==> config.mk <==
export PLATFORM = sky130hd
export DESIGN_NAME = wfm_monitor
export DESIGN_NICKNAME = d
export VERILOG_FILES = /design/src/rtl/wfm_pkg.sv /design/src/rtl/wfm_err_counter.sv /design/src/rtl/wfm_decode_status.sv /design/src/rtl/wfm_monitor.sv
export SDC_FILE = /design/constraint.sdc
export NUM_CORES = 1
export LEC_CHECK = 0
export BUFFER_PORTS_ARGS = -buffer_cell sky130_fd_sc_hd__clkbuf_2
export CAP_MARGIN = 20
export CORE_ASPECT_RATIO = 1.1
export CORE_MARGIN = 3
export CORE_UTILIZATION = 45
export DETAILED_ROUTE_END_ITERATION = 12
export GPL_TIMING_DRIVEN = 0
export PLACE_DENSITY = 0.81
export SLEW_MARGIN = 30
export SYNTH_ARGS = -nofsm -noshare
export SYNTH_HDL_FRONTEND = slang
export SYNTH_SLANG_ARGS = --single-unit
export TNS_END_PERCENT = 1
==> constraint.sdc <==
create_clock -name clk -period 2.1 [get_ports clk]
set_clock_uncertainty 0.05 [all_clocks]
set_input_delay 0.315 -clock clk [delete_from_list [all_inputs] [get_ports clk]]
set_output_delay 0.315 -clock clk [all_outputs]
set_load 0.005 [all_outputs]
==> src/rtl/wfm_pkg.sv <==
// Shared constants for the wake frame error monitor
package wfm_pkg;

	// Register offsets on the 8-bit register port
	localparam logic [7:0] WFM_ADDR_ERR_COUNT = 8'h45;
	localparam logic [7:0] WFM_ADDR_ERR_LIMIT = 8'h46;
	localparam logic [7:0] WFM_ADDR_SETUP_STATUS = 8'h47;
	localparam logic [7:0] WFM_ADDR_INT_FIRST = 8'h51;

	// Wake configuration span whose writes void the setup-done bit
	localparam logic [7:0] WFM_ADDR_CFG_LO = 8'h30;
	localparam logic [7:0] WFM_ADDR_CFG_HI = 8'h44;

	// Field positions
	localparam int WFM_BIT_SETUP_DONE = 7;
	localparam int WFM_BIT_FD_LOCKED = 6;
	localparam int WFM_BIT_CLASSIC_LOCKED = 5;
	localparam int WFM_BIT_OVERFLOW = 3;

	// Values after reset
	localparam logic [7:0] WFM_RST_ERR_COUNT = 8'h00;
	localparam logic [7:0] WFM_RST_ERR_LIMIT = 8'h1F;
	localparam logic [7:0] WFM_RST_DATA = 8'h00;

	// Counter step
	localparam logic [7:0] WFM_COUNT_STEP = 8'h01;

	// Action that one received frame has on the error count
	typedef enum logic [1:0] {
		WFM_ACT_NONE = 2'b00,
		WFM_ACT_INC = 2'b01,
		WFM_ACT_DEC = 2'b10
	} wfm_act_t;

endpackage

==> src/rtl/wfm_err_counter.sv <==
`timescale 1ns/1ps
// Up/down frame error counter with programmable wrap limit
module wfm_err_counter
	import wfm_pkg::*;
(
	input wire logic clk, // System clock
	input wire logic rst_n, // Async reset, active low
	input wire wfm_act_t act, // Per-frame count action
	input wire logic act_valid, // One-cycle strobe with act
	input wire logic restart, // Clear count to zero
	input wire logic [7:0] limit, // Wrap limit
	output logic [7:0] count, // Current error count
	output logic overflow // One-cycle overflow pulse
);

	// Count update; restart has priority over any frame
	always_ff @(posedge clk or negedge rst_n) begin
		if (!rst_n) begin
			count <= WFM_RST_ERR_COUNT;
		end else if (restart) begin
			count <= WFM_RST_ERR_COUNT; // see (RULE5)
		end else if (act_valid) begin
			case (act)
				WFM_ACT_INC: begin
					if (count == limit) begin
						count <= WFM_RST_ERR_COUNT; // see (RULE15)
					end else begin
						count <= count + WFM_COUNT_STEP; // see (RULE1)
					end
				end
				WFM_ACT_DEC: begin
					if (count != WFM_RST_ERR_COUNT) begin
						count <= count - WFM_COUNT_STEP; // see (RULE2)
					end
				end
				default: begin
					count <= count;
				end
			endcase
		end
	end

	// Overflow pulse on the increment past the limit
	always_ff @(posedge clk or negedge rst_n) begin
		if (!rst_n) begin
			overflow <= 1'b0;
		end else begin
			overflow <= !restart && act_valid && (act == WFM_ACT_INC)
				&& (count == limit); // see (RULE4)
		end
	end

endmodule

==> src/rtl/wfm_decode_status.sv <==
`timescale 1ns/1ps
// Classic and FD decode-lock flags, refreshed per frame
module wfm_decode_status (
	input wire logic clk, // System clock
	input wire logic rst_n, // Async reset, active low
	input wire logic detect_en, // Frame detection enabled
	input wire logic frame_end, // One-cycle end-of-frame strobe
	input wire logic frame_err, // Frame had a decode error
	input wire logic frame_fd, // Frame was an FD frame
	output logic fd_locked, // FD frames decoded correctly
	output logic classic_locked // Classic frames decoded correctly
);

	// Hardware-maintained flags, dropped when detection is off
	always_ff @(posedge clk or negedge rst_n) begin
		if (!rst_n) begin
			fd_locked <= 1'b0;
			classic_locked <= 1'b0;
		end else if (!detect_en) begin
			fd_locked <= 1'b0; // see (RULE12)
			classic_locked <= 1'b0; // see (RULE12)
		end else if (frame_end) begin
			// FD error flag covers the frame up to the data field
			fd_locked <= frame_fd && !frame_err; // see (RULE9) (RULE11)
			classic_locked <= !frame_fd && !frame_err; // see (RULE10) (RULE11)
		end
	end

endmodule

==> src/rtl/wfm_monitor.sv <==
`timescale 1ns/1ps
// How it works
// (RULE1) Each frame with stuff, CRC or CRC delimiter error adds one to count.
// (RULE2) Each good frame subtracts one from count, never going below zero.
// (RULE3) With FD frames ignored, FD frames leave the count unchanged.
// (RULE4) An increment while count equals the limit is an overflow.
// (RULE5) Enabling frame detection or idle-time detection clears the count.
// (RULE6) The error limit resets to 31, so the 32nd error overflows.
// (RULE7) Host sets setup-done last, after all wake settings are written.
// (RULE8) Writes to 0x30..0x44 or 0x46 clear the setup-done bit.
// (RULE9) FD-decode flag shows FD frames decode correctly up to data field.
// (RULE10) Classic-decode flag shows classic frames decode correctly.
// (RULE11) Both decode flags are refreshed after every received frame.
// (RULE12) Decode flags are read-only and cleared by hardware alone.
// (RULE13) FD ignore at zero counts FD frames as errors; at one ignores them.
// (RULE14) Overflow shows as write-one-to-clear bit three of first int register.
// (RULE15) On overflow the count restarts at zero; flag holds until cleared.
module wfm_monitor
	import wfm_pkg::*;
(
	input wire logic clk, // System clock, 25 MHz
	input wire logic rst_n, // Async reset, active low
	// Register port from the serial interface decoder
	input wire logic [7:0] reg_addr, // Register address
	input wire logic [7:0] reg_wdata, // Write data
	input wire logic reg_wr, // One-cycle write strobe
	input wire logic reg_rd, // One-cycle read strobe
	output logic [7:0] reg_rdata, // Read data, registered
	output logic reg_rvalid, // Read data valid pulse
	// Frame decoder, same clock
	input wire logic frame_end, // One-cycle end-of-frame strobe
	input wire logic frame_err, // Stuff, CRC or delimiter error
	input wire logic frame_fd, // Frame recognised as FD
	// Settings held in other register blocks
	input wire logic frame_detect_en, // Frame detection enable
	input wire logic idle_detect_en, // Bus idle-time detection enable
	input wire logic fd_frames_ignored, // FD frames ignored when high
	// Status toward the rest of the device
	output logic frame_count_overflow_flag, // Sticky overflow flag
	output logic wake_setup_done, // Wake configuration complete
	output logic fd_decode_locked, // FD decode status
	output logic classic_decode_locked // Classic decode status
);

	logic [7:0] frame_error_count;
	logic [7:0] frame_error_limit;
	logic count_overflow;
	logic fd_locked;
	logic classic_locked;
	logic detect_en_q;
	logic idle_en_q;
	logic count_restart;
	logic next_act_valid;
	wfm_act_t next_act;
	logic wr_limit;
	logic wr_setup;
	logic wr_int_first;
	logic wr_cfg_span;
	logic [7:0] next_rdata;

	// Write decode
	assign wr_limit = reg_wr && (reg_addr == WFM_ADDR_ERR_LIMIT);
	assign wr_setup = reg_wr && (reg_addr == WFM_ADDR_SETUP_STATUS);
	assign wr_int_first = reg_wr && (reg_addr == WFM_ADDR_INT_FIRST);
	assign wr_cfg_span = reg_wr && (((reg_addr >= WFM_ADDR_CFG_LO)
		&& (reg_addr <= WFM_ADDR_CFG_HI))
		|| (reg_addr == WFM_ADDR_ERR_LIMIT)); // see (RULE8)

	// Enable history for rising-edge detection
	always_ff @(posedge clk or negedge rst_n) begin
		if (!rst_n) begin
			detect_en_q <= 1'b0;
			idle_en_q <= 1'b0;
		end else begin
			detect_en_q <= frame_detect_en;
			idle_en_q <= idle_detect_en;
		end
	end

	// Count restarts on the act of enabling either detector
	assign count_restart = (frame_detect_en && !detect_en_q)
		|| (idle_detect_en && !idle_en_q); // see (RULE5)

	// Map a finished frame onto a count action
	always_comb begin
		next_act = WFM_ACT_NONE;
		next_act_valid = frame_end;
		if (frame_fd) begin
			if (fd_frames_ignored) begin
				next_act = WFM_ACT_NONE; // see (RULE3) (RULE13)
			end else begin
				next_act = WFM_ACT_INC; // see (RULE13)
			end
		end else if (frame_err) begin
			next_act = WFM_ACT_INC; // see (RULE1)
		end else begin
			next_act = WFM_ACT_DEC; // see (RULE2)
		end
	end

	// Error counter
	wfm_err_counter u_counter (
		.clk(clk),
		.rst_n(rst_n),
		.act(next_act),
		.act_valid(next_act_valid),
		.restart(count_restart),
		.limit(frame_error_limit),
		.count(frame_error_count),
		.overflow(count_overflow)
	);

	// Decode-lock flags
	wfm_decode_status u_status (
		.clk(clk),
		.rst_n(rst_n),
		.detect_en(frame_detect_en),
		.frame_end(frame_end),
		.frame_err(frame_err),
		.frame_fd(frame_fd),
		.fd_locked(fd_locked),
		.classic_locked(classic_locked)
	);

	// Status outputs straight from flops
	always_ff @(posedge clk or negedge rst_n) begin
		if (!rst_n) begin
			fd_decode_locked <= 1'b0;
			classic_decode_locked <= 1'b0;
		end else begin
			fd_decode_locked <= fd_locked;
			classic_decode_locked <= classic_locked;
		end
	end

	// Error limit register
	always_ff @(posedge clk or negedge rst_n) begin
		if (!rst_n) begin
			frame_error_limit <= WFM_RST_ERR_LIMIT; // see (RULE6)
		end else if (wr_limit) begin
			frame_error_limit <= reg_wdata;
		end
	end

	// Setup-done bit: host sets it, config writes void it
	always_ff @(posedge clk or negedge rst_n) begin
		if (!rst_n) begin
			wake_setup_done <= 1'b0;
		end else if (wr_setup) begin
			wake_setup_done <= reg_wdata[WFM_BIT_SETUP_DONE];
		end else if (wr_cfg_span) begin
			wake_setup_done <= 1'b0; // see (RULE8)
		end
	end

	// Sticky overflow flag, write one to clear; set wins
	always_ff @(posedge clk or negedge rst_n) begin
		if (!rst_n) begin
			frame_count_overflow_flag <= 1'b0;
		end else if (count_overflow) begin
			frame_count_overflow_flag <= 1'b1; // see (RULE4) (RULE15)
		end else if (wr_int_first && reg_wdata[WFM_BIT_OVERFLOW]) begin
			frame_count_overflow_flag <= 1'b0; // see (RULE14)
		end
	end

	// Read mux; unmapped addresses read as zero
	always_comb begin
		next_rdata = WFM_RST_DATA;
		case (reg_addr)
			WFM_ADDR_ERR_COUNT: begin
				next_rdata = frame_error_count;
			end
			WFM_ADDR_ERR_LIMIT: begin
				next_rdata = frame_error_limit;
			end
			WFM_ADDR_SETUP_STATUS: begin
				next_rdata[WFM_BIT_SETUP_DONE] = wake_setup_done;
				next_rdata[WFM_BIT_FD_LOCKED] = fd_locked; // see (RULE12)
				next_rdata[WFM_BIT_CLASSIC_LOCKED] = classic_locked;
			end
			WFM_ADDR_INT_FIRST: begin
				next_rdata[WFM_BIT_OVERFLOW] =
					frame_count_overflow_flag; // see (RULE14)
			end
			default: begin
				next_rdata = WFM_RST_DATA;
			end
		endcase
	end

	// Registered read answer, one cycle after the strobe
	always_ff @(posedge clk or negedge rst_n) begin
		if (!rst_n) begin
			reg_rdata <= WFM_RST_DATA;
			reg_rvalid <= 1'b0;
		end else begin
			reg_rvalid <= reg_rd;
			if (reg_rd) begin
				reg_rdata <= next_rdata;
			end
		end
	end

endmodule

==> results.json, run 1 <==
{
  "synthCells": 188,
  "die_y_um": 73.5,
  "drt_iter0_markers": 94,
  "worstSetupEndpoint": "u_counter.count[4]$_DFFE_PN0P_",
  "clock_sinks": 34,
  "placedCellCount": 274,
  "ant_nets": 0,
  "avgRoutedWirePerCell_um": 14.2,
  "drv_cap": 0,
  "synth_seq_area_share_pct": 45.9,
  "worstRegToRegCells": 6,
  "layout_setup_ws_ns": 0.111,
  "ctsLongestPathBuffers": 2,
  "async_flop_share_pct": 100,
  "fin_total_pwr_uw": 1700,
  "floorplan.initialDensity_pct": 49.1,
  "required_ns": 2.22,
  "core_mm2": 0.00380,
  "postCtsHoldBufs": 0,
  "grt_start_max_net_pins": 35,
  "cp.depth": 6,
  "avgSynthCellArea_um2": 9.92,
  "seqCellArea_um2": 860,
  "fp-row-count": 23,
  "overflow": 0,
  "cpPeakStageDelay_ns": 0.46,
  "pin_count": 39,
  "cp_data_arrival_time_ns": 2.11,
  "areaGrowthSynthToFinish_pct": 20.2,
  "worst-path-max-fanout": 7,
  "grt_pass1_wl_um": 6920,
  "dp_hpwl_um": 3070,
  "fin_crit_ns": 1.99,
  "drc": 0,
  "numCtsBuffers": 5,
  "outcome": "finished clean",
  "port_buffers": 36,
  "regToRegStartpoint": "u_counter.count[1]$_DFFE_PN0P_",
  "worst_slew_pin_slew_ns": 0.824,
  "cts_tree": "built",
  "final_cells": 283,
  "synth.area.top_cells": "dfrtp_1 (39%), mux2_2 (7.2%), dfstp_2 (7.0%), xor2_1 (3.8%), a22oi_1 (3.6%)",
  "dp_slack_ns": -0.277,
  "reg2reg_to": "u_counter.count[4]$_DFFE_PN0P_",
  "cp_slowest_cell": "dfrtp_2",
  "nets": 261,
  "dieArea_mm2": 0.00496,
  "synth_area_mm2": 0.00187,
  "vias_per_cell": 5.46,
  "synth_nets": 217,
  "die_w_um": 67.4,
  "crit_buf_inv": 1,
  "multi_input_area_um2": 958,
  "grt_pass1_vias": 1559,
  "post_dp_cell_area_mm2": 0.00211,
  "hold_viol": 0,
  "nFillCells": 323,
  "synthTopCellsByCount": "dfrtp_1 (29), nand2_1 (17), nor2_1 (17)",
  "rsz0062_at_grt": "false",
  "synth_flop_cell": "dfrtp_1",
  "stdcell_area_mm2": 0.00224,
  "slew_headroom_pct": 45.0,
  "drive_above_1_share_pct": 33.0,
  "power.leakage_uw": 0.00106,
  "cp_top_family": "compound AO/OA/AOI/OAI gates",
  "fmax_ghz": 0.503,
  "synth.most_common_cell": "dfrtp_1",
  "clk_latency_ns": 0.28,
  "yosys_warnings": 0,
  "start_kind": "flop",
  "hold_path.class": "input port to asynchronous set/reset pin",
  "synth_top_area_share_pct": 38.9,
  "cp_cell_sequence": "inv_1 -> ha_1 -> or3b_2 -> o22a_1 -> a31o_2 -> a22o_1",
  "gp_congestion": 0.819,
  "firstDrtPassIters": 4,
  "end_kind": "flop",
  "grt_use_total_pct": 18.8,
  "ys_ff_latch": 34,
  "cts-root-buf": "clkbuf_8",
  "totalWireLength_um": 4020,
  "synth_edf_count": 0,
  "vias": 1544,
  "reg2reg_slack_ns": 0.11,
  "startpoint": "u_counter.count[1]$_DFFE_PN0P_",
  "path_class": "flop to flop",
  "grt_antenna_before_repair": 0,
  "clk_pin_slew_worst_paths_ns": 0.07,
  "layout_worst_path_cycle_share_pct": 94.7,
  "pwr_density_cell_mw_per_mm2": 759,
  "setup_viol": 0,
  "synth_top_area_cell": "dfrtp_1",
  "n_antenna_cell": 0,
  "htree_levels": 2,
  "synthDistinctLibCells": 45,
  "ir_worst_vdd_uv": 456,
  "slew_viol_final": 0
}
worst min-delay path by stage:
stage	from	end	slack (ns)	cells after the start
CTS	idle_detect_en	idle_en_q$_DFF_PN0_	0.09	1
detailed placement	u_status.fd_locked$_DFFE_PN0P_	fd_decode_locked$_DFF_PN0_	0.34	0
global route	idle_detect_en	idle_en_q$_DFF_PN0_	0.09	1
global placement	u_status.fd_locked$_DFFE_PN0P_	fd_decode_locked$_DFF_PN0_	0.34	0
floorplan	rst_n	classic_decode_locked$_DFF_PN0_	-0.03	0
finish	rst_n	frame_count_overflow_flag$_DFFE_PN0P_	0.07	1
kinds of logic after synthesis:
family | share of synthesized area (%)
flops | 45.9
fa+ha+maj | 2.01
buf+inv | 3.29
mux | 8.92
compound gates | 13.2
simple gates | 21.0
xor+xnor | 5.63
power breakdown:
group	total (uW)	switching (uW)	leakage [uW]	internal, uW
Sequential	744	42.5	0.000430	702
Combinational	378	204	0.000567	175
Clock	579	230	0.0000579	349
Total	1700	476	0.00106	1230
area by class of cell:
cell class	count	area share, %
clock buffers	5	3.07
multi-input cells	139	42.7
repair buffers	38	8.71
flip-flops and latches	34	38.3
well taps	50	2.79
plain buffers	8	1.56
inverters	6	1.00
clock inverters	3	1.79
metal layers:
layer | track usage (%) | up-vias | share of wire, %
li1 | - | 759 | -
met5 | 0 | - | 0
met2 | 32.3 | 47 | 50
met1 | 21.4 | 731 | 42
met3 | 5.05 | 7 | 5.9
met4 | 9.23 | 0 | 2.3
timing repair:
| action | in CTS | in global routing |
|---|---|---|
| buffers inserted | 0 | 2 |
| gates resized for setup | 3 | 3 |
| endpoints found under the setup margin | 5 | 7 |
| pin swaps | 0 | 2 |
registers in the layout, summed over array words and instances (netlist names):
register,count
classic_decode_locked,1
u_counter.overflow,1
wake_setup_done,1
reg_rvalid,1
fd_decode_locked,1
frame_error_limit,8
detect_en_q,1
u_status.fd_locked,1
reg_rdata,8
u_counter.count,8
idle_en_q,1
frame_count_overflow_flag,1
u_status.classic_locked,1
placed cells by master, fill, tap and decap left out, drive strengths merged, types with 3 or more instances in the layout:
cell type	synthesis	routed
nor3	7	7
a22oi	9	9
inv	6	6
a21oi	8	8
nor2b	4	4
dfrtp	29	29
nand3	3	3
xor2	8	8
nand2	17	17
nor2	17	17
clkbuf	5	45
xnor2	4	4
ha	3	3
nand4	4	4
mux2	13	13
dfstp	5	5
nand2b	3	3
buf	4	6
nor4	3	3
o21ai	6	6
stage by stage:
stage | utilization (%) | hold WS [ns] | TNS [ns]
final | 59.0 | 0.0698 | 0
after global routing | 59.0 | 0.0925 | 0
after CTS | 58.7 | 0.0899 | 0
after detailed placement | 55.5 | 0.343 | -1.78
after global placement | 55.5 | 0.344 | -1.60
after floorplan | - | -0.0306 | 0
No activity file was read; power rests on OpenSTA's default activity.
==> run 2, diff against run 1 <==
--- a/config.mk
+++ b/config.mk
@@ -5,6 +5,7 @@
 export SDC_FILE = /design/constraint.sdc
 export NUM_CORES = 1
 export LEC_CHECK = 0
+export ABC_CLOCK_PERIOD_IN_PS = 2070
 export BUFFER_PORTS_ARGS = -buffer_cell sky130_fd_sc_hd__clkbuf_2
 export CAP_MARGIN = 20
 export CORE_ASPECT_RATIO = 1.1
@@ -12,7 +13,7 @@
 export CORE_UTILIZATION = 45
 export DETAILED_ROUTE_END_ITERATION = 12
 export GPL_TIMING_DRIVEN = 0
-export PLACE_DENSITY = 0.81
+export PLACE_DENSITY = 0.79
 export SLEW_MARGIN = 30
 export SYNTH_ARGS = -nofsm -noshare
 export SYNTH_HDL_FRONTEND = slang
==> constraint.sdc (replaced) <==
create_clock -name clk -period 2.07 [get_ports clk]
set_clock_uncertainty 0.05 [all_clocks]
set_input_delay 0.3105 -clock clk [delete_from_list [all_inputs] [get_ports clk]]
set_output_delay 0.3105 -clock clk [all_outputs]
set_load 0.005 [all_outputs]
==> run 2 against run 1 <==
Against the previous run: routed wire length up 1.6%; clock-buffer cell count increased by 2; final area is 0.50% higher; final cell count up 1.1%; die area unchanged; sequential power is essentially flat; worst setup slack lost 0.032 ns; flip-flop and latch count did not move; hold slack lost 0.0064 ns.
==> results.json, run 2 (synthesized netlist as in run 1, its figures left out) <==
{
  "outcome": "finished clean",
  "power.internal_uw": 1170,
  "n_antenna_cell": 0,
  "end_kind": "flop",
  "clock_sinks": 34,
  "power_frac_seq_pct": 45.4,
  "drc": 0,
  "slew_viol_final": 0,
  "drt_iter0_markers": 96,
  "numCtsBuffers": 5,
  "largestRegisters": "frame_error_limit (8), reg_rdata (8), u_counter.count (8)",
  "ant_nets": 0,
  "die_w_um": 67.4,
  "clk_pin_slew_worst_paths_ns": 0.06,
  "pwr-share-comb_pct": 25.0,
  "hold_viol": 0,
  "grt_start_max_net_pins": 35,
  "grt_pass1_vias": 1490,
  "cts_tree": "built",
  "core_mm2": 0.00380,
  "drive_above_1_share_pct": 33.5,
  "startpoint": "reg_addr[7]",
  "stdcell_area_mm2": 0.00225,
  "setup_viol": 0,
  "layout_worst_path_cycle_share_pct": 96.2,
  "vias": 1562,
  "pin_count": 39,
  "p_switching_uw": 479,
  "grt_pass1_wl_um": 6630,
  "ir_worst_vdd_uv": 386,
  "grt_use_total_pct": 17.7,
  "overflow": 0,
  "regToRegStartpoint": "u_counter.count[0]$_DFFE_PN0P_",
  "dp_slack_ns": -0.378,
  "pwr-share-clk_pct": 29.7,
  "cts-root-buf": "clkbuf_8",
  "post_dp_cell_area_mm2": 0.00211,
  "areaGrowthSynthToFinish_pct": 20.8,
  "layout_setup_ws_ns": 0.0786,
  "slew_headroom_pct": 45.6,
  "final_core_util_pct": 59.3,
  "final_common_cell": "clkbuf_2",
  "nets": 264,
  "switching_share_pct": 29.1,
  "grt_antenna_before_repair": 0,
  "required_ns": 2.18,
  "htree_levels": 2,
  "drv_cap": 0,
  "gp_congestion": 0.810,
  "avgRoutedWirePerCell_um": 14.3,
  "fp-row-count": 23,
  "floorplan.initialDensity_pct": 49.1,
  "hold_slack_ns": 0.0634,
  "start_kind": "input port",
  "nFillCells": 341,
  "worst_slew_pin_slew_ns": 0.817,
  "path_class": "input port to flop",
  "cp_data_arrival_time_ns": 2.11,
  "postCtsHoldBufs": 0,
  "vias_per_cell": 5.46,
  "power.leakage_uw": 0.00106,
  "dieArea_mm2": 0.00496,
  "firstDrtPassIters": 4,
  "rsz0062_at_grt": "false",
  "clk_latency_ns": 0.28,
  "fmax_ghz": 0.502,
  "worst-path-max-fanout": 8,
  "final_cell_mix": "clkbuf_2 (36), dfrtp_1 (27), nand2_1 (17), nor2_1 (17), mux2_2 (12)",
  "fin_crit_ns": 1.99,
  "ctsLongestPathBuffers": 2,
  "hold_path.class": "input port to asynchronous set/reset pin",
  "dp_hpwl_um": 3020,
  "pwr_density_cell_mw_per_mm2": 731,
  "totalWireLength_um": 4080,
  "port_buffers": 36,
  "die_y_um": 73.5
}
==> run 2: power groups by stage <==
| stage | Clock, uW | Sequential [uW] | Combinational [uW] |
|---|---|---|---|
| after floorplan | 0 | 748 | 251 |
| after global placement | 0 | 754 | 353 |
| after detailed placement | 0 | 755 | 361 |
| after CTS | 506 | 751 | 356 |
| after global routing | 532 | 753 | 455 |
| final | 489 | 747 | 411 |
==> run 2: layout make-up <==
type	instances	area (um^2)	share of cell area, %
multi-input combinational	139	965	42.8
sequential	34	860	38.1
timing repair buffer	41	218	9.66
clock buffer	7	86.3	3.83
tap	50	62.6	2.78
buffer	8	35.0	1.55
inverter	6	22.5	0.999
clock inverter	1	5.00	0.222
==> run 2: metal layers <==
layer  GRT usage, %  up-vias  wire length (um)
li1               -      766                 -
met5              0        -                 0
met3           4.13        6               200
met2           29.6       45              1980
met4           7.88        0                71
met1           21.6      745              1830
==> run 2: worst max-delay path, cell delays in order <==
cell and delay (ns):
clkbuf_2 0.10, or4b_1 0.55, or2_0 0.23, buf_2 0.17, nor3_4 0.35, mux2_2 0.40
==> run 2: what timing repair did <==
item,CTS,global route
pin swaps,0,2
endpoints found under the setup margin,6,8
resized for setup,2,3
buffers inserted,0,5
==> run 2: worst paths after layout <==
| kind | depth (start not counted) | slack [ns] | end |
|---|---|---|---|
| setup / recovery | 6 | 0.08 | frame_error_limit[5]$_DFFE_PN0P_ |
| hold / removal | 1 | 0.06 | reg_rdata[7]$_DFFE_PN0P_ |
| setup reg to reg | 6 | 0.08 | u_counter.count[4]$_DFFE_PN0P_ |
| hold reg to reg | 0 | 0.37 | fd_decode_locked$_DFF_PN0_ |
| max in group asynchronous | 1 | 1.34 | u_counter.count[1]$_DFFE_PN0P_ |
| min in group clk | 1 | 0.10 | idle_en_q$_DFF_PN0_ |
==> run 2: through the flow <==
stage                     setup TNS [ns]  instances  total power [uW]
after detailed placement           -2.70        274              1120
after floorplan                        0        188              1000
after global routing                   0        286              1740
after CTS                              0        281              1610
final                                  0        286              1650
after global placement             -1.97        274              1110
==> run 3, diff against run 2 <==
--- a/config.mk
+++ b/config.mk
@@ -5,7 +5,7 @@
 export SDC_FILE = /design/constraint.sdc
 export NUM_CORES = 1
 export LEC_CHECK = 0
-export ABC_CLOCK_PERIOD_IN_PS = 2070
+export ABC_CLOCK_PERIOD_IN_PS = 2100
 export BUFFER_PORTS_ARGS = -buffer_cell sky130_fd_sc_hd__clkbuf_2
 export CAP_MARGIN = 20
 export CORE_ASPECT_RATIO = 1.1
==> constraint.sdc (replaced) <==
create_clock -name clk -period 2.1 [get_ports clk]
set_clock_uncertainty 0.05 [all_clocks]
set_input_delay 0.315 -clock clk [delete_from_list [all_inputs] [get_ports clk]]
set_output_delay 0.315 -clock clk [all_outputs]
set_load 0.005 [all_outputs]
==> run 3 against run 2 <==
Against the previous run: critical path depth did not move; global-route usage unchanged; largest cell class unchanged; clock power shrank 2%; power decreased by 3.1%; routed wire length down 2.2%; hold slack improved by 0.0036 ns; worst setup slack got worse by 0.011 ns; sequential power shrank 0.5%; clock-buffer cell count is the same; core utilization fell by 0.79 points; first-iteration DRC count down 25%.
==> results.json, run 3 (synthesized netlist as in run 1, its figures left out) <==
{
  "die_y_um": 73.5,
  "grt_use_total_pct": 17.7,
  "grt_pass1_wl_um": 6630,
  "regToRegStartpoint": "u_counter.count[0]$_DFFE_PN0P_",
  "clk_latency_ns": 0.28,
  "firstDrtPassIters": 4,
  "dp_hpwl_um": 3020,
  "pwr_density_cell_mw_per_mm2": 718,
  "pwr-share-comb_pct": 23.3,
  "fmax_ghz": 0.492,
  "drv_cap": 0,
  "fin_total_pwr_uw": 1600,
  "power.internal_uw": 1130,
  "p_switching_uw": 463,
  "start_kind": "input port",
  "grt_antenna_before_repair": 0,
  "final_cell_mix": "clkbuf_2 (36), dfrtp_1 (27), nand2_1 (17), nor2_1 (17), mux2_2 (12)",
  "grt_start_max_net_pins": 35,
  "nets": 260,
  "drc": 0,
  "required_ns": 2.21,
  "power.leakage_uw": 0.00104,
  "totalWireLength_um": 3990,
  "fin_crit_ns": 2.03,
  "floorplan.initialDensity_pct": 49.1,
  "nFillCells": 344,
  "startpoint": "reg_addr[7]",
  "htree_levels": 2,
  "hold_path.class": "input port to asynchronous set/reset pin",
  "layout_worst_path_cycle_share_pct": 96.8,
  "post_dp_cell_area_mm2": 0.00211,
  "dp_slack_ns": -0.348,
  "dieArea_mm2": 0.00496,
  "hold_viol": 0,
  "drt_iter0_markers": 72,
  "postCtsHoldBufs": 0,
  "avgRoutedWirePerCell_um": 14.2,
  "ir_worst_vdd_uv": 380,
  "clk_pin_slew_worst_paths_ns": 0.06,
  "path_class": "input port to flop",
  "slew_headroom_pct": 45.8,
  "worst-path-max-fanout": 8,
  "pin_count": 39,
  "overflow": 0,
  "final_common_cell": "clkbuf_2",
  "ctsLongestPathBuffers": 2,
  "vias": 1557,
  "power_frac_seq_pct": 46.6,
  "numCtsBuffers": 5,
  "clock_sinks": 34,
  "areaGrowthSynthToFinish_pct": 19.2,
  "fp-row-count": 23,
  "layout_setup_ws_ns": 0.0674,
  "setup_viol": 0,
  "final_core_util_pct": 58.5,
  "end_kind": "flop",
  "vias_per_cell": 5.52,
  "worst_slew_pin_slew_ns": 0.813,
  "slew_viol_final": 0,
  "switching_share_pct": 29.0,
  "cts-root-buf": "clkbuf_8",
  "port_buffers": 36,
  "core_mm2": 0.00380,
  "ant_nets": 0,
  "largestRegisters": "frame_error_limit (8), reg_rdata (8), u_counter.count (8)",
  "grt_pass1_vias": 1490,
  "n_antenna_cell": 0,
  "cp_data_arrival_time_ns": 2.15,
  "cts_tree": "built",
  "drive_above_1_share_pct": 32.3,
  "gp_congestion": 0.810,
  "outcome": "finished clean",
  "stdcell_area_mm2": 0.00222,
  "pwr-share-clk_pct": 30.1,
  "die_w_um": 67.4
}
run 3: cell count changes in the layout (fill, tap and decap cells not counted), sizes merged:
cell	change
buf	-4
run 3: per-layer routing:
metal | wire length [um] | GRT usage (%)
met5 | 0 | 0
met4 | 71 | 7.88
met3 | 198 | 4.13
met2 | 1920 | 29.6
met1 | 1800 | 21.6
run 3: metrics by stage:
stage          instances  hold slack, ns  setup TNS, ns
3_3_place_gp         274           0.348          -1.55
5_1_grt              282          0.0944       -0.00630
6_report             282          0.0670              0
2_1_floorplan        188         -0.0306              0
4_1_cts              281          0.0854              0
3_5_place_dp         274           0.356          -2.19
run 3: layout make-up:
cell class | count | area, um^2 | share of cell area, %
inverter | 6 | 22.5 | 1.01
timing repair buffer | 37 | 188 | 8.44
sequential | 34 | 860 | 38.7
clock inverter | 1 | 5.00 | 0.225
buffer | 8 | 35.0 | 1.58
clock buffer | 7 | 86.3 | 3.88
multi-input combinational | 139 | 965 | 43.4
tap | 50 | 62.6 | 2.81
run 3: worst paths after layout:
path / endpoint / slack (ns) / cells past startpoint
min: reg_rdata[7]$_DFFE_PN0P_ / 0.07 / 1
min in group clk: idle_en_q$_DFF_PN0_ / 0.11 / 1
max: frame_error_limit[5]$_DFFE_PN0P_ / 0.07 / 6
max in group asynchronous: u_counter.count[1]$_DFFE_PN0P_ / 1.37 / 1
min reg2reg: fd_decode_locked$_DFF_PN0_ / 0.37 / 0
max reg2reg: u_counter.count[4]$_DFFE_PN0P_ / 0.09 / 6
run 3: power groups by stage:
stage / clock (uW) / combinational, uW / sequential [uW]
finish: 480 / 372 / 743
global route: 524 / 416 / 749
CTS: 499 / 351 / 740
detailed placement: 0 / 356 / 744
global placement: 0 / 348 / 743
floorplan: 0 / 248 / 738
run 3: repair_timing:
item	CTS	global route
pin swaps	0	1
setup buffers	0	1
cloned	0	0
endpoints found under the setup margin	6	4
resized for setup	2	3
run 3: critical path: stages:
cell,delay [ns]
clkbuf_2,0.10
or4b_1,0.55
or2_0,0.23
buf_2,0.17
nor3_4,0.39
mux2_2,0.40
